<file path="src/verilog/bgw_pkg.sv">
`default_nettype none
package bgw_pkg;
	// clock and long timings
	localparam longint CLK_HZ = 100_000_000;
	localparam longint AVG_SETTLE_S = 60;
	localparam longint AVG_SETTLE_CNT = AVG_SETTLE_S * CLK_HZ;
	localparam int SETTLE_W = 33;
	// smbus slave address, arbitrary default
	localparam logic [6:0] SLAVE_ADDR = 7'h0b;
	// command codes of the readable words
	localparam logic [7:0] CMD_RATE_TTF = 8'h05;
	localparam logic [7:0] CMD_RATE_TTE = 8'h06;
	localparam logic [7:0] CMD_RATE_OK = 8'h07;
	localparam logic [7:0] CMD_TEMP = 8'h08;
	localparam logic [7:0] CMD_VOLT = 8'h09;
	localparam logic [7:0] CMD_CURR = 8'h0a;
	localparam logic [7:0] CMD_MEAN_CURR = 8'h0b;
	localparam logic [7:0] CMD_ERR_PCT = 8'h0c;
	localparam logic [7:0] CMD_PCT_FULL = 8'h0d;
	localparam logic [7:0] CMD_PCT_DESIGN = 8'h0e;
	localparam logic [7:0] CMD_CAP_LEFT = 8'h0f;
	localparam logic [7:0] CMD_CAP_FULL = 8'h10;
	localparam logic [7:0] CMD_TTE_NOW = 8'h11;
	localparam logic [7:0] CMD_TTE_AVG = 8'h12;
	localparam logic [7:0] CMD_TTF_AVG = 8'h13;
	localparam logic [7:0] CMD_CHG_CURR = 8'h14;
	localparam logic [7:0] CMD_CHG_VOLT = 8'h15;
	localparam logic [7:0] CMD_STATUS = 8'h16;
	localparam logic [7:0] CMD_CYCLES = 8'h17;
	// special values and limits
	localparam logic [15:0] WORD_INVALID = 16'hffff;
	localparam logic [15:0] WORD_TRUE = 16'h0001;
	localparam logic [15:0] WORD_ZERO = 16'h0000;
	localparam logic [15:0] PCT_MAX = 16'h0064;
	localparam logic [15:0] CAP_LOW_MAH = 16'h05e0;
	localparam logic [15:0] CAP_HIGH_MAH = 16'h28a0;
	localparam logic [7:0] CYCLE_DROP_PCT = 8'h0f;
	localparam logic [3:0] BITS_PER_BYTE = 4'h8;
	localparam logic [3:0] LAST_BIT = 4'h7;
	localparam logic [2:0] IDX_ADDR_WR = 3'h0;
	localparam logic [2:0] IDX_CMD = 3'h1;
	localparam logic [2:0] IDX_ADDR_RD = 3'h2;
	localparam logic [2:0] IDX_LOW = 3'h3;
	localparam logic [2:0] IDX_HIGH = 3'h4;
	// raw figures from the gauge arithmetic
	typedef struct packed {
		logic [15:0] target_rate;
		logic [15:0] rate_ttf;
		logic [15:0] rate_tte;
		logic [15:0] temperature;
		logic [15:0] voltage;
		logic [15:0] current;
		logic [15:0] mean_current;
		logic [15:0] error_pct;
		logic [15:0] pct_full;
		logic [15:0] pct_design;
		logic [15:0] capacity_left;
		logic [15:0] eeprom_full_cap;
		logic [15:0] tte_now;
		logic [15:0] tte_avg;
		logic [15:0] ttf_avg;
		logic [15:0] chg_current;
		logic [15:0] chg_voltage;
	} bgw_raw_t;
	// alarm and status word, msb first
	typedef struct packed {
		logic over_charged;
		logic term_charge;
		logic rsvd_13;
		logic over_temp;
		logic term_discharge;
		logic rsvd_10;
		logic low_capacity;
		logic low_time;
		logic initialized;
		logic discharging;
		logic fully_charged;
		logic fully_discharged;
		logic [3:0] error_code;
	} bgw_status_t;
	// internal flag sources
	typedef struct packed {
		logic display_select_flag;
		logic protector_state_flag;
		logic cell_type_flag;
		logic termination_capacity_flag;
		logic high_pack_voltage_flag;
		logic cold_fault_flag;
		logic excess_charge_current_flag;
		logic temp_rate_term_flag;
		logic taper_term_flag;
		logic charge_qualify_flag;
		logic discharge_qualify_flag;
		logic overload_flag;
		logic first_end_discharge_flag;
		logic final_end_discharge_flag;
	} bgw_flags_t;
	typedef enum logic [2:0] {PH_IDLE, PH_RX, PH_SLV_ACK, PH_TX, PH_HOST_ACK} bgw_phase_t;
	// whole state of the readout block
	typedef struct packed {
		logic scl_m;
		logic scl_s;
		logic scl_q;
		logic sda_m;
		logic sda_s;
		logic sda_q;
		bgw_phase_t phase;
		logic [2:0] idx;
		logic [3:0] cnt;
		logic [7:0] shreg;
		logic drive;
		logic mack;
		logic cmd_ok;
		logic [15:0] word;
		logic [SETTLE_W-1:0] up_cnt;
		logic avg_ok;
		logic learned;
		logic [15:0] learned_cap;
		logic cap_store;
		logic [15:0] cycles;
		logic [7:0] base_pct;
		logic armed;
		logic cyc_store;
		logic [15:0] last_ichg;
		logic [15:0] last_vchg;
		logic chg_send;
		logic [7:0] upper;
		logic [7:0] lower;
		logic pct_valid;
	} bgw_state_t;
endpackage
`default_nettype wire

</file>
<file path="src/verilog/bgw_readout.sv">
// Contract
// host sets signed milliamp target rate before reading at-rate predictions.
// 0x05 gives at-rate minutes to full; 65535 when rate negative.
// 0x06 gives at-rate minutes to empty; 65535 when rate not negative.
// 0x07 reads zero when final end-of-discharge flag set, else nonzero.
// 0x08 gives pack temperature in tenths of kelvin.
// 0x09 gives pack voltage in millivolts.
// 0x0a gives signed instantaneous current, positive charging.
// 0x0b gives signed mean current, meaningful after first minute.
// 0x0c gives estimate error percentage 0 to 100.
// 0x0d gives percent of full capacity, valid for bounded pack capacity.
// 0x0e gives percent of design capacity, may exceed 100.
// 0x0f gives remaining capacity in milliamp-hours.
// 0x10 gives eeprom capacity until learned; learned value stored promptly.
// 0x11 gives minutes to empty now; 65535 when not discharging.
// 0x12 gives averaged minutes to empty; 65535 when not discharging.
// 0x13 gives averaged minutes to full; 65535 when not charging.
// 0x14 gives charge current request; sent to charger when broadcasting.
// 0x15 gives charge voltage request; sent to charger when broadcasting.
// status word alarm bits at fixed positions, two reserved bits zero.
// status word state bits, low nibble carries error code.
// count a cycle during charge after 15 percent drop below last charge.
// cycle count update stored promptly, count saturates at 65535.
// upper and lower flag bytes follow the fixed bit layout.
// words return by smbus read-word, low byte first; unknown codes nacked.
`default_nettype none
module bgw_readout
	import bgw_pkg::*;
#(
	parameter logic [SETTLE_W-1:0] AVG_SETTLE_CYCLES = SETTLE_W'(AVG_SETTLE_CNT)
) (
	// clock and reset
	input wire logic ref_clk,
	input wire logic rst,
	// smbus pins
	input wire logic smbc_in,
	input wire logic smbd_in,
	output logic smbd_out,
	output logic smbd_oe,
	// gauge figures and flags
	input wire bgw_raw_t raw,
	input wire bgw_status_t status_in,
	input wire bgw_flags_t flags_in,
	// capacity learning and eeprom
	input wire logic learn_valid,
	input wire logic [15:0] learn_value,
	input wire logic ee_cycle_load,
	input wire logic [15:0] ee_cycle_value,
	input wire logic charge_end,
	output logic ee_capacity_store,
	output logic ee_cycle_store,
	output logic [15:0] capacity_when_full,
	output logic [15:0] cycle_counter,
	// charger broadcast
	input wire logic broadcast_enable,
	output logic charger_send,
	output logic [15:0] charger_current,
	output logic [15:0] charger_voltage,
	// flag bytes and validity
	output logic [7:0] upper_flag_byte,
	output logic [7:0] lower_flag_byte,
	output logic pct_valid,
	output logic mean_current_valid
);
	bgw_state_t s;
	bgw_state_t next_s;
	logic scl_rise;
	logic scl_fall;
	logic bus_start;
	logic bus_stop;
	logic cmd_known;
	logic [15:0] cmd_word;
	logic [15:0] cap_full;
	logic [15:0] st_word;
	logic rate_neg;
	logic discharging;
	logic charging;
	logic [8:0] drop_level;
	logic [8:0] base_level;

	// pin edges seen through the second sync stage
	assign scl_rise = s.scl_s & ~s.scl_q;
	assign scl_fall = ~s.scl_s & s.scl_q;
	assign bus_start = s.scl_s & s.scl_q & s.sda_q & ~s.sda_s;
	assign bus_stop = s.scl_s & s.scl_q & ~s.sda_q & s.sda_s;

	// sign of the host rate and of the measured current
	assign rate_neg = raw.target_rate[15];
	assign discharging = raw.current[15];
	assign charging = ~raw.current[15] & (raw.current != WORD_ZERO);
	assign cap_full = s.learned ? s.learned_cap : raw.eeprom_full_cap;
	assign st_word = {status_in.over_charged, status_in.term_charge, 1'b0,
		status_in.over_temp, status_in.term_discharge, 1'b0,
		status_in.low_capacity, status_in.low_time,
		status_in.initialized, status_in.discharging,
		status_in.fully_charged, status_in.fully_discharged,
		status_in.error_code};

	// nine-bit levels so a high percentage cannot wrap below the base
	assign drop_level = {1'b0, raw.pct_full[7:0]} + {1'b0, CYCLE_DROP_PCT};
	assign base_level = {1'b0, s.base_pct};

	// command decode to the word to return
	always_comb begin
		cmd_known = 1'b1;
		cmd_word = WORD_ZERO;
		unique case (s.shreg)
			CMD_RATE_TTF: begin
				cmd_word = rate_neg ? WORD_INVALID : raw.rate_ttf;
			end
			CMD_RATE_TTE: begin
				cmd_word = rate_neg ? raw.rate_tte : WORD_INVALID;
			end
			CMD_RATE_OK: begin
				cmd_word = flags_in.final_end_discharge_flag ? WORD_ZERO : WORD_TRUE;
			end
			CMD_TEMP: begin
				cmd_word = raw.temperature;
			end
			CMD_VOLT: begin
				cmd_word = raw.voltage;
			end
			CMD_CURR: begin
				cmd_word = raw.current;
			end
			CMD_MEAN_CURR: begin
				cmd_word = s.avg_ok ? raw.mean_current : WORD_ZERO;
			end
			CMD_ERR_PCT: begin
				cmd_word = (raw.error_pct > PCT_MAX) ? PCT_MAX : raw.error_pct;
			end
			CMD_PCT_FULL: begin
				cmd_word = (raw.pct_full > PCT_MAX) ? PCT_MAX : raw.pct_full;
			end
			CMD_PCT_DESIGN: begin
				cmd_word = raw.pct_design;
			end
			CMD_CAP_LEFT: begin
				cmd_word = raw.capacity_left;
			end
			CMD_CAP_FULL: begin
				cmd_word = cap_full;
			end
			CMD_TTE_NOW: begin
				cmd_word = discharging ? raw.tte_now : WORD_INVALID;
			end
			CMD_TTE_AVG: begin
				cmd_word = raw.mean_current[15] ? raw.tte_avg : WORD_INVALID;
			end
			CMD_TTF_AVG: begin
				cmd_word = (~raw.mean_current[15] && raw.mean_current != WORD_ZERO) ?
					raw.ttf_avg : WORD_INVALID;
			end
			CMD_CHG_CURR: begin
				cmd_word = raw.chg_current;
			end
			CMD_CHG_VOLT: begin
				cmd_word = raw.chg_voltage;
			end
			CMD_STATUS: begin
				cmd_word = st_word;
			end
			CMD_CYCLES: begin
				cmd_word = s.cycles;
			end
			default: begin
				cmd_known = 1'b0;
			end
		endcase
	end

	// next state of the whole block
	always_comb begin
		next_s = s;
		next_s.scl_m = smbc_in;
		next_s.scl_s = s.scl_m;
		next_s.scl_q = s.scl_s;
		next_s.sda_m = smbd_in;
		next_s.sda_s = s.sda_m;
		next_s.sda_q = s.sda_s;
		next_s.cap_store = 1'b0;
		next_s.cyc_store = 1'b0;
		next_s.chg_send = 1'b0;

		// smbus read-word slave, data changes on falling clock
		// a stop ends the frame and drops any pending command
		if (bus_stop) begin
			next_s.phase = PH_IDLE;
			next_s.drive = 1'b0;
			next_s.cmd_ok = 1'b0;
		end else if (bus_start) begin
			// after an acked command a repeated start expects the read address
			next_s.phase = PH_RX;
			next_s.idx = s.cmd_ok ? IDX_ADDR_RD : IDX_ADDR_WR;
			next_s.cnt = 4'h0;
			next_s.drive = 1'b0;
		end else begin
			unique case (s.phase)
				PH_IDLE: begin
					next_s.drive = 1'b0;
				end
				// shift one bit in on each synced rising clock
				PH_RX: begin
					if (scl_rise) begin
						next_s.shreg = {s.shreg[6:0], s.sda_s};
						next_s.cnt = s.cnt + 4'h1;
					end else if (scl_fall && s.cnt == BITS_PER_BYTE) begin
						next_s.phase = PH_IDLE;
						next_s.cmd_ok = 1'b0;
						if (s.idx == IDX_ADDR_WR && s.shreg == {SLAVE_ADDR, 1'b0}) begin
							next_s.phase = PH_SLV_ACK;
							next_s.drive = 1'b1;
						end else if (s.idx == IDX_CMD && cmd_known) begin
							next_s.phase = PH_SLV_ACK;
							next_s.drive = 1'b1;
							next_s.word = cmd_word;
						end else if (s.idx == IDX_ADDR_RD && s.shreg == {SLAVE_ADDR, 1'b1}) begin
							next_s.phase = PH_SLV_ACK;
							next_s.drive = 1'b1;
						end
					end
				end
				// hold the acknowledge for one clock low-to-low period
				PH_SLV_ACK: begin
					if (scl_fall) begin
						next_s.cnt = 4'h0;
						next_s.drive = 1'b0;
						if (s.idx == IDX_ADDR_WR) begin
							next_s.phase = PH_RX;
							next_s.idx = IDX_CMD;
						end else if (s.idx == IDX_CMD) begin
							next_s.phase = PH_IDLE;
							next_s.cmd_ok = 1'b1;
						end else begin
							next_s.phase = PH_TX;
							next_s.idx = IDX_LOW;
							next_s.shreg = s.word[7:0];
							next_s.drive = ~s.word[7];
						end
					end
				end
				// put one data bit out at each synced falling clock
				PH_TX: begin
					if (scl_fall) begin
						if (s.cnt == LAST_BIT) begin
							next_s.phase = PH_HOST_ACK;
							next_s.drive = 1'b0;
						end else begin
							next_s.shreg = {s.shreg[6:0], 1'b0};
							next_s.drive = ~s.shreg[6];
							next_s.cnt = s.cnt + 4'h1;
						end
					end
				end
				// host acknowledge asks for the high byte, a nack ends
				PH_HOST_ACK: begin
					if (scl_rise) begin
						next_s.mack = ~s.sda_s;
					end else if (scl_fall) begin
						next_s.cnt = 4'h0;
						if (s.mack && s.idx == IDX_LOW) begin
							next_s.phase = PH_TX;
							next_s.idx = IDX_HIGH;
							next_s.shreg = s.word[15:8];
							next_s.drive = ~s.word[15];
						end else begin
							next_s.phase = PH_IDLE;
							next_s.cmd_ok = 1'b0;
						end
					end
				end
			endcase
		end

		// first minute before the mean current means anything
		// the counter stops once set, so it can never wrap back
		if (!s.avg_ok) begin
			next_s.up_cnt = s.up_cnt + SETTLE_W'(1);
			next_s.avg_ok = (s.up_cnt >= AVG_SETTLE_CYCLES - SETTLE_W'(1));
		end

		// learned full capacity replaces the eeprom value
		if (learn_valid) begin
			next_s.learned = 1'b1;
			next_s.learned_cap = learn_value;
			next_s.cap_store = 1'b1;
		end

		// cycle counting against the last end-of-charge level
		if (charge_end) begin
			next_s.base_pct = raw.pct_full[7:0];
			next_s.armed = 1'b0;
		end else if (drop_level <= base_level && s.base_pct >= CYCLE_DROP_PCT) begin
			next_s.armed = 1'b1;
		end
		// one count per discharge: the base is dropped so the arm cannot refire
		if (ee_cycle_load) begin
			next_s.cycles = ee_cycle_value;
		end else if (s.armed && charging) begin
			next_s.armed = 1'b0;
			if (!charge_end) begin
				next_s.base_pct = 8'h00;
			end
			if (s.cycles != WORD_INVALID) begin
				next_s.cycles = s.cycles + 16'h0001;
			end
			next_s.cyc_store = 1'b1;
		end

		// charger requests sent on change while broadcasting
		// only changes are sent, so the charger is not flooded
		if (broadcast_enable &&
				(raw.chg_current != s.last_ichg || raw.chg_voltage != s.last_vchg)) begin
			next_s.last_ichg = raw.chg_current;
			next_s.last_vchg = raw.chg_voltage;
			next_s.chg_send = 1'b1;
		end

		// flag bytes with reserved bits zero
		// registered so the bytes stay clean data outputs
		next_s.upper = {flags_in.display_select_flag, flags_in.protector_state_flag,
			flags_in.cell_type_flag, flags_in.termination_capacity_flag, 1'b0,
			flags_in.high_pack_voltage_flag, flags_in.cold_fault_flag,
			flags_in.excess_charge_current_flag};
		next_s.lower = {flags_in.temp_rate_term_flag, flags_in.taper_term_flag,
			flags_in.charge_qualify_flag, 1'b0, flags_in.discharge_qualify_flag,
			flags_in.overload_flag, flags_in.first_end_discharge_flag,
			flags_in.final_end_discharge_flag};
		next_s.pct_valid = (cap_full > CAP_LOW_MAH) && (cap_full < CAP_HIGH_MAH);
	end

	// state register
	always_ff @(posedge ref_clk or posedge rst) begin
		if (rst) begin
			s <= '0;
		end else begin
			s <= next_s;
		end
	end

	// outputs straight from state or tied low, except capacity_when_full which passes raw.eeprom_full_cap until learned
	assign smbd_out = 1'b0;
	assign smbd_oe = s.drive;
	assign ee_capacity_store = s.cap_store;
	assign ee_cycle_store = s.cyc_store;
	assign capacity_when_full = cap_full;
	assign cycle_counter = s.cycles;
	assign charger_send = s.chg_send;
	assign charger_current = s.last_ichg;
	assign charger_voltage = s.last_vchg;
	assign upper_flag_byte = s.upper;
	assign lower_flag_byte = s.lower;
	assign pct_valid = s.pct_valid;
	assign mean_current_valid = s.avg_ok;
endmodule
`default_nettype wire

</file>
<file path="config.mk">
export PLATFORM = sky130hd
export DESIGN_NAME = bgw_readout
export DESIGN_NICKNAME = d
export VERILOG_FILES = /design/src/verilog/bgw_pkg.sv /design/src/verilog/bgw_readout.sv
export SDC_FILE = /design/constraint.sdc
export NUM_CORES = 1
export LEC_CHECK = 0
export CORE_MARGIN = 5
export CORE_UTILIZATION = 40
export DETAILED_ROUTE_END_ITERATION = 12
export DONT_BUFFER_PORTS = 1
export PLACE_DENSITY = 0.51
export SKIP_LAST_GASP = 1
export SLEW_MARGIN = 20
export SYNTH_ARGS = -nofsm -noshare
export SYNTH_HDL_FRONTEND = slang
export SYNTH_SLANG_ARGS = --single-unit
</file>
<file path="constraint.sdc">
create_clock -name ref_clk -period 5.7 [get_ports ref_clk]
set_input_delay 0.57 -clock ref_clk [delete_from_list [all_inputs] [get_ports ref_clk]]
set_output_delay 0.57 -clock ref_clk [all_outputs]
set_load 0.02 [all_outputs]
</file>
==> reports/qor.csv, run 1 <==
metric,value,unit
critPathMaxFanout,18,
relSlewSlack,25.1,%
globalplace.congestion,0.945,
ys_top_cells_by_area,"dfrtp_1 37%, mux2_2 6.1%, buf_4 4.4%, o21ai_0 4.1%, xor2_1 3.9%",
io_pins,429,
setup_tns,0,ps
die_w,180,um
grt_pass1_vias,9766,
avgSynthCellArea,9.13,um^2
synth-edff-count,0,
clk_latency,450,ps
ys_warn_count,0,
ys_ff_latch,169,
design.core.area,28500,um^2
whs,110,ps
slew_viol_final,0,
critPathArrivalTime,3590,ps
drtAntennaViolNets,0,
netlist.area_leader.share,36.7,%
cts_tree,built,
clockRootBuffer,clkbuf_16,
drive_above_1_share,12.5,%
rr_worst_depth,6,
met1_length,19200,um
viasPerCell,6.41,
area_delta_synth_final,2.92,%
post_cts_buffers,0,
synthTopCellsByCount,"169 x dfrtp_1, 95 x nand2_1, 95 x o21ai_0, 80 x nor2_1, 77 x a21oi_1",
fin_crit_sh,57.1,%
synth.most_common_cell,dfrtp_1,
grt_pass1_wl,69700,um
start_util,40.4,%
grt_antenna_before_repair,14,
worstReg2RegEnd,charger_current[8],
wl_met3,4980,um
cap_violations,0,
top_layer_used,met5,
initialDrtViolationCount,1097,
worst_clock_skew,23.9,ps
setup_violations,0,
cpPeakStageDelay,820,ps
tightest_slew,1120,ps
peakVddDrop,212,uV
cts_hold_buf,0,
cp_top_family,simple AND/OR/NAND/NOR gates,
dieArea,32300,um^2
cts.sink_count,169,
clk_pin_slew,90,ps
cts_resized,0,
status,"complete, no violations",
place_inst,1524,
cp.depth,6,
hp-class,primary input to asynchronous set/reset pin,
cts_buffer_depth,2,
wl_met2,22900,um
grt_overflow,0,
critical_path_class,flop to flop,
dr.pass1.iters,6,
worstPathCellList,xor2_1 -> nor4_1 -> nand4_1 -> o21ai_2 -> buf_4 -> mux2_2,
critPathBufInv,1,
ys_async_sr_fraction,100,%
max_freq,0.307,GHz
required,6030,ps
synth.cell_area,11500,um^2
final_nets,1514,
grt_max_degree,78,
vias,9988,
wl,48500,um
r2r-start,charger_current[4],
portBuffers,0,
fin_util,41.5,%
yosys_most_used_dff,dfrtp_1,
dieHeight,180,um
rsz0062_at_grt,false,
rrSetupSlack,2440,ps
power.density,387,nW/um^2
finalCriticalPeriod,3260,ps
syn_inst,1262,
synth_largest_area_cell,dfrtp_1,
post-route-drc-count,0,
start_kind,flop,
cts_buffers,17,
endpoint_kind,flop,
num_rows,62,
wire_per_inst,31.1,um
synth_cell_types,87,
ys_seq_area_share,36.7,%
stdcell_count,1558,
htreeDepth,4,
total_power,4.59,mW
power.leakage,4.72,nW
place.detailed.hpwl,38500,um
slowest_stage,o21ai_2,
grt.total_usage,28.7,%
hold_viol,0,
==> layout by cell type (no fill, tap or decap), types with 6 or more instances in the layout <==
cell type | synthesis | layout
xnor2_1 | 32 | 32
o21ai_0 | 95 | 95
a21oi_1 | 77 | 77
o22ai_1 | 12 | 12
mux4_2 | 8 | 8
ha_1 | 13 | 13
clkinv_4 | 0 | 6
inv_1 | 36 | 35
nand4_1 | 25 | 25
nor3_1 | 14 | 14
nor4_1 | 26 | 26
a221oi_1 | 6 | 6
o31ai_1 | 11 | 11
nor2_1 | 80 | 80
a22o_1 | 7 | 7
a22oi_1 | 17 | 17
nor2b_1 | 19 | 18
o21a_1 | 6 | 6
xor2_1 | 51 | 51
o211ai_1 | 12 | 12
a21o_1 | 6 | 6
and4_1 | 8 | 8
nand3_1 | 44 | 44
a32oi_1 | 6 | 6
buf_4 | 67 | 11
nand2b_1 | 17 | 17
nand2_1 | 95 | 95
nand4b_1 | 6 | 6
or2_2 | 6 | 6
mux2_2 | 62 | 62
and3_1 | 18 | 18
mux2i_1 | 33 | 33
a31oi_1 | 9 | 9
dfrtp_1 | 169 | 167
clkbuf_16 | 0 | 17
==> stage by stage <==
step / setup slack [ps] / area [um^2]
floorplan: 555 / 11500
global placement: 2530 / 11300
detailed placement: 2530 / 11300
CTS: 2600 / 11900
global route: 2400 / 11900
finish: 2440 / 11900
==> power by group <==
| part | total (mW) | switching (mW) | internal, mW |
|---|---|---|---|
| Clock | 1.18 | 0.594 | 0.586 |
| Sequential | 1.57 | 0.252 | 1.32 |
| Combinational | 1.84 | 1.18 | 0.662 |
==> how the worst max path moves through the flow <==
stage | from | endpoint
5_1_grt | charger_current[4] | charger_voltage[10]
4_1_cts | charger_current[4] | charger_voltage[8]
3_5_place_dp | raw[8] | charger_voltage[8]
2_1_floorplan | rst | base_level[0]
3_3_place_gp | raw[8] | charger_current[4]
6_report | charger_current[4] | charger_current[8]
==> kinds of logic after synthesis <==
family | synth area share [%]
simple gates | 19.0
mux | 10.5
xor+xnor | 6.31
fa+ha+maj | 1.41
buf+inv | 8.54
other cells | 0.0326
compound gates | 17.5
flops | 36.7
==> layer usage <==
metal / vias up / global-route usage [%]
met5: - / 0
met4: 18 / 7.65
met3: 95 / 9.52
met2: 581 / 46.9
met1: 4964 / 36.8
li1: 4330 / -
==> cell type report <==
cell class                      count  area, um^2
Antenna cell                        2        5.00
Tap cell                          384         480
Timing Repair Buffer               11        82.6
Sequential cell                   169        4230
Inverter                           38         148
Multi-Input combinational cell    922        6330
Fill cell                        2924       16700
Clock inverter                     15         158
Clock buffer                       17         425
==> registers in the layout, indices dropped and copies added (netlist names) <==
name / flops
upper_flag_byte: 7
ee_capacity_store: 1
s: 89
cycle_counter: 16
ee_cycle_store: 1
lower_flag_byte: 7
smbd_oe: 1
next_s: 4
pct_valid: 1
mean_current_valid: 1
base_level: 8
charger_current: 16
charger_send: 1
charger_voltage: 16
Note: power is estimated with default switching activity, not from simulation.
==> run 2: changes to the inputs <==
--- a/config.mk
+++ b/config.mk
@@ -9,7 +9,7 @@
 export CORE_UTILIZATION = 40
 export DETAILED_ROUTE_END_ITERATION = 12
 export DONT_BUFFER_PORTS = 1
-export PLACE_DENSITY = 0.51
+export PLACE_DENSITY = 0.53
 export SKIP_LAST_GASP = 1
 export SLEW_MARGIN = 20
 export SYNTH_ARGS = -nofsm -noshare
==> constraint.sdc (replaced) <==
create_clock -name ref_clk -period 2.94 [get_ports ref_clk]
set_input_delay 0.294 -clock ref_clk [delete_from_list [all_inputs] [get_ports ref_clk]]
set_output_delay 0.294 -clock ref_clk [all_outputs]
set_load 0.02 [all_outputs]
==> reports/qor.csv, run 2 (synthesized netlist as in run 1, its figures left out) <==
metric,value,unit,change
status,"complete, no violations",,unchanged
clockRootBuffer,clkbuf_16,,unchanged
fin_crit_sh,92.0,%,was 57.1%
slew_viol_final,0,,unchanged
dieHeight,180,um,unchanged
finalCriticalPeriod,2700,ps,was 3260 ps
final_cell_mix,"167 x dfrtp_1, 95 x nand2_1, 95 x o21ai_0, 93 x dlygate4sd3_1, 80 x nor2_1",,"was 167 x dfrtp_1, 95 x nand2_1, 95 x o21ai_0, 80 x nor2_1, 77 x a21oi_1"
cts_resized,0,,unchanged
grt_overflow,0,,unchanged
htreeDepth,4,,unchanged
globalplace.congestion,0.986,,was 0.945
largest_register,s,,unchanged
viasPerCell,6.13,,was 6.41
power.leakage,5.41,nW,was 4.72 nW
post_cts_buffers,0,,unchanged
portBuffers,0,,unchanged
grt_pass1_wl,72700,um,"was 69,700 um"
hold_viol,0,,unchanged
setup_tns,0,ps,unchanged
use_met3,11.5,%,was 9.52%
post-route-drc-count,0,,unchanged
endpoint_kind,flop,,unchanged
dieArea,32300,um^2,unchanged
grt_use_met1,37.2,%,was 36.8%
drtAntennaViolNets,0,,unchanged
hp-class,primary input to flop,,was primary input to asynchronous set/reset pin
relSlewSlack,36.5,%,was 25.1%
tightest_slew,949,ps,was 1120 ps
fin_ws,236,ps,was 2440 ps
cts_tree,built,,unchanged
vias,10500,,"was 9,988"
whs,14.7,ps,was 110 ps
cts_buffer_depth,2,,unchanged
met2_usage,48.3,%,was 46.9%
grt_max_degree,55,,was 78
clk_pin_slew,90,ps,about the same
die_w,180,um,unchanged
place_ws,466,ps,was 2530 ps
cts.sink_count,169,,unchanged
rsz0062_at_grt,false,,unchanged
final_nets,1661,,"was 1,514"
final_common_cell,dfrtp_1,,unchanged
grt.total_usage,29.8,%,was 28.7%
top_usage_layer,met2,,unchanged
initialDrtViolationCount,906,,"was 1,097"
required,3330,ps,was 6030 ps
num-fill-cells,2856,,"was 2,924"
fin_util,46.6,%,was 41.5%
drive_above_1_share,15.1,%,was 12.5%
critPathArrivalTime,3090,ps,was 3590 ps
critPathMaxFanout,5,,was 18
num_rows,62,,unchanged
peakVddDrop,448,uV,was 212 uV
cts_buffers,17,,unchanged
dr.pass1.iters,5,,was 6
clk_latency,460,ps,was 450 ps
area_delta_synth_final,15.5,%,was 2.92%
design.core.area,28500,um^2,unchanged
critical_path_class,flop to flop,,unchanged
start_util,40.4,%,unchanged
stdcell_count,1710,,"was 1,558"
wire_per_inst,29.1,um,was 31.1 um
setup_violations,0,,unchanged
power.density,719,nW/um^2,was 387 nW/um^2
io_pins,429,,unchanged
grt_antenna_before_repair,6,,was 14
wl,49800,um,"was 48,500 um"
cts_hold_buf,93,,was 0
place_inst,1578,,"was 1,524"
worst_clock_skew,32.5,ps,was 23.9 ps
place.detailed.hpwl,39500,um,"was 38,500 um"
grt_pass1_vias,10400,,"was 9,766"
cap_violations,0,,unchanged
largest_reg_flops,89,,unchanged
max_freq,0.370,GHz,was 0.307 GHz
start_kind,flop,,unchanged
## run 2: changes by cell type in the layout (fill, tap and decap cells not counted), sizes merged
cell and change:
dlygate4sd3 +93, buf +54, diode +5, clkinv -4, inv +4
## run 2: final timing paths
check / slack, ps / to / cells past startpoint / from
setup reg to reg: 240 / cycle_counter[7] / 7 / cycle_counter[9]
max in group asynchronous: 1700 / s[102] / 3 / rst
hold reg to reg: 350 / next_s[168] / 0 / next_s[169]
min in group asynchronous: 420 / upper_flag_byte[5] / 2 / rst
hold / removal: 10 / s[79] / 1 / learn_valid
setup / recovery: 240 / cycle_counter[7] / 7 / cycle_counter[9]
## run 2: metal layers
layer | part of all wire (%) | up-vias | routed length [um]
met5 | 0.026 | - | 13
met4 | 3.0 | 2 | 1510
met3 | 12 | 85 | 6120
met2 | 46 | 624 | 23100
met1 | 38 | 5139 | 19100
li1 | - | 4635 | -
## run 2: power by group
| group | switching [mW] | internal, mW | leakage (nW) |
|---|---|---|---|
| Sequential | 0.463 | 2.56 | 2.03 |
| Combinational | 2.41 | 1.66 | 3.07 |
| Clock | 1.28 | 1.21 | 0.311 |
## run 2: per-stage QoR
stage | power (mW) | area [um^2]
CTS | 9.55 | 13300
floorplan | 5.66 | 11500
finish | 9.57 | 13300
detailed placement | 6.93 | 11700
global placement | 6.91 | 11700
global route | 9.98 | 13300
## run 2: cell type report
class | instances | area [um^2] | area share, %
multi-input cells | 922 | 6320 | 47.5
clock inverters | 15 | 218 | 1.64
clock buffers | 17 | 425 | 3.20
inverters | 38 | 146 | 1.10
well taps | 384 | 480 | 3.61
repair buffers | 158 | 1470 | 11.0
flip-flops and latches | 169 | 4230 | 31.8
diodes | 7 | 17.5 | 0.132
## run 2: worst max-delay path, cell delays in order (launching register included)
cell and delay (ps):
dfrtp_1 540, and4_1 330, and4_1 270, a311oi_1 530, nand2_1 130, xor2_1 150, o21ai_0 140, dlygate4sd3_1 560
==> run 3: changes to the inputs <==
--- a/config.mk
+++ b/config.mk
@@ -5,11 +5,13 @@
 export SDC_FILE = /design/constraint.sdc
 export NUM_CORES = 1
 export LEC_CHECK = 0
+export CELL_PAD_IN_SITES_DETAIL_PLACEMENT = 0
+export CELL_PAD_IN_SITES_GLOBAL_PLACEMENT = 1
 export CORE_MARGIN = 5
-export CORE_UTILIZATION = 40
+export CORE_UTILIZATION = 43
 export DETAILED_ROUTE_END_ITERATION = 12
 export DONT_BUFFER_PORTS = 1
-export PLACE_DENSITY = 0.53
+export PLACE_DENSITY = 0.74
 export SKIP_LAST_GASP = 1
 export SLEW_MARGIN = 20
 export SYNTH_ARGS = -nofsm -noshare
==> reports/qor.csv, run 3 (synthesized netlist as in run 1, its figures left out) <==
metric,value,unit,change
grt_pass1_vias,10700,,was 10.4k
grt_pass1_wl,72200,um,"was 72,700 um"
rsz0062_at_grt,false,,unchanged
hold_viol,0,,unchanged
area_delta_synth_final,13.6,%,was 15.5%
clk_latency,440,ps,was 460 ps
slowest_stage,a2111oi_0,,was dlygate4sd3_1
final_nets,1642,,"was 1,661"
wl,49200,um,"was 49,800 um"
cts.sink_count,169,,unchanged
portBuffers,0,,unchanged
slew_viol_final,0,,unchanged
grt_overflow,0,,unchanged
drive_above_1_share,13.8,%,was 15.1%
largest_reg_flops,89,,unchanged
cts_buffer_depth,2,,unchanged
wire_per_inst,29.9,um,was 29.1 um
post-route-drc-count,0,,unchanged
final_common_cell,dfrtp_1,,unchanged
design.core.area,26700,um^2,"was 28,500 um^2"
vias,10600,,was 10.5k
setup_violations,0,,unchanged
status,"complete, no violations",,unchanged
cts_tree,built,,unchanged
start_util,43.2,%,was 40.4%
critical_path_class,flop to flop,,unchanged
fin_crit_sh,98.5,%,was 92.0%
num_rows,60,,was 62
hp-class,primary input to flop,,unchanged
required,3270,ps,was 3330 ps
dieHeight,174,um,was 180 um
min_from,learn_valid,,unchanged
die_w,174,um,was 180 um
grt_max_degree,88,,was 55
rrSetupSlack,40,ps,was 240 ps
power.leakage,5.31,nW,was 5.41 nW
rr_worst_depth,7,,unchanged
worst_clock_skew,15.5,ps,was 32.5 ps
max_freq,0.345,GHz,was 0.370 GHz
clockRootBuffer,clkbuf_16,,unchanged
largest_register,s,,unchanged
final_cell_mix,"167 x dfrtp_1, 95 x nand2_1, 95 x o21ai_0, 93 x dlygate4sd3_1, 80 x nor2_1",,unchanged
grt.total_usage,31.7,%,was 29.8%
fin_util,49.1,%,was 46.6%
r2r-start,s[150],,was cycle_counter[9]
cts_buffers,17,,unchanged
setup_tns,0,ps,unchanged
critPathArrivalTime,3220,ps,was 3090 ps
cpPeakStageDelay,870,ps,was 560 ps
holdPathStages,1,,unchanged
cap_violations,0,,unchanged
cts_resized,0,,unchanged
start_kind,flop,,unchanged
place.detailed.hpwl,38300,um,"was 39,500 um"
hold_end,s[90],,was s[79]
clk_pin_slew,90,ps,about the same
relSlewSlack,33.6,%,was 36.5%
io_pins,429,,unchanged
globalplace.congestion,0.981,,was 0.986
htreeDepth,4,,unchanged
tightest_slew,971,ps,was 949 ps
peakVddDrop,341,uV,was 448 uV
dieArea,30200,um^2,"was 32,300 um^2"
initialDrtViolationCount,1335,,was 906
critPathMaxFanout,11,,was 5
worstReg2RegEnd,s[133],,was cycle_counter[7]
worstPathCellList,nor3b_1 -> nand2_1 -> nor2_1 -> a2111oi_0 -> buf_4 -> and4b_1 -> a21oi_1,,was and4_1 -> and4_1 -> a311oi_1 -> nand2_1 -> xor2_1 -> o21ai_0 -> dlygate4sd3_1
power.density,715,nW/um^2,was 719 nW/um^2
drtAntennaViolNets,0,,unchanged
grt_antenna_before_repair,6,,unchanged
endpoint_kind,flop,,unchanged
dr.pass1.iters,6,,was 5
finalCriticalPeriod,2900,ps,was 2700 ps
viasPerCell,6.44,,was 6.13
[run 3: changes by cell type in the layout (fill, tap and decap cells not counted)]
cell / previous run / this run
inv_6: 2 / 3
inv_8: 3 / 2
buf_12: 4 / 5
clkinv_8: 4 / 7
diode_2: 7 / 3
inv_12: 5 / 1
buf_4: 61 / 41
clkinv_4: 0 / 2
inv_16: 1 / 0
[run 3: power breakdown]
group	internal, mW	switching (mW)
logic	1.59	2.35
clock network	1.17	1.21
registers	2.55	0.494
[run 3: repair_timing]
action	in CTS	in global routing
setup buffers	0	0
hold buffers	91	2
hold endpoints to repair	102	1
[run 3: critical path: cells and delay by family, from the launching register on]
kind	cells	cell delay, ps
and+or+nand+nor	4	1070
AOI/OAI and AO/OA	2	930
DFF	1	550
buffers and inverters	1	240
[run 3: layout make-up]
cell class / count / area, um^2
diodes: 3 / 7.51
clock buffers: 17 / 425
clock inverters: 15 / 196
fillers: 2548 / 13600
inverters: 38 / 146
multi-input cells: 922 / 6320
flip-flops and latches: 169 / 4230
well taps: 341 / 427
repair buffers: 139 / 1340
[run 3: layer usage]
metal  GRT usage, %  share of wire [%]  up-vias
met5              0              0.061        -
met4           8.78                2.8        6
met3           12.1                 12       95
met2           52.3                 48      648
met1           38.9                 37     5241
li1               -                  -     4599
[run 3: worst max path at each step]
stage	from	endpoint	slack [ps]	cells past startpoint
6_report	s[150]	s[133]	40	7
5_1_grt	s[150]	s[133]	80	7
4_1_cts	s[150]	s[133]	140	7
3_5_place_dp	s[150]	s[133]	150	7
3_3_place_gp	s[150]	s[133]	230	7
2_1_floorplan	rst	base_level[0]	490	1
[run 3: stage by stage]
step | instances | hold WS [ps] | area, um^2 | power [mW] | setup slack, ps
global placement | 1516 | 165 | 11500 | 6.77 | 229
global route | 1642 | 0.995 | 13100 | 9.79 | 83.2
floorplan | 1264 | 325 | 11500 | 5.66 | 491
detailed placement | 1516 | 175 | 11500 | 6.81 | 155
finish | 1644 | 7.95 | 13100 | 9.37 | 44.2
CTS | 1639 | 0.130 | 13100 | 9.31 | 136
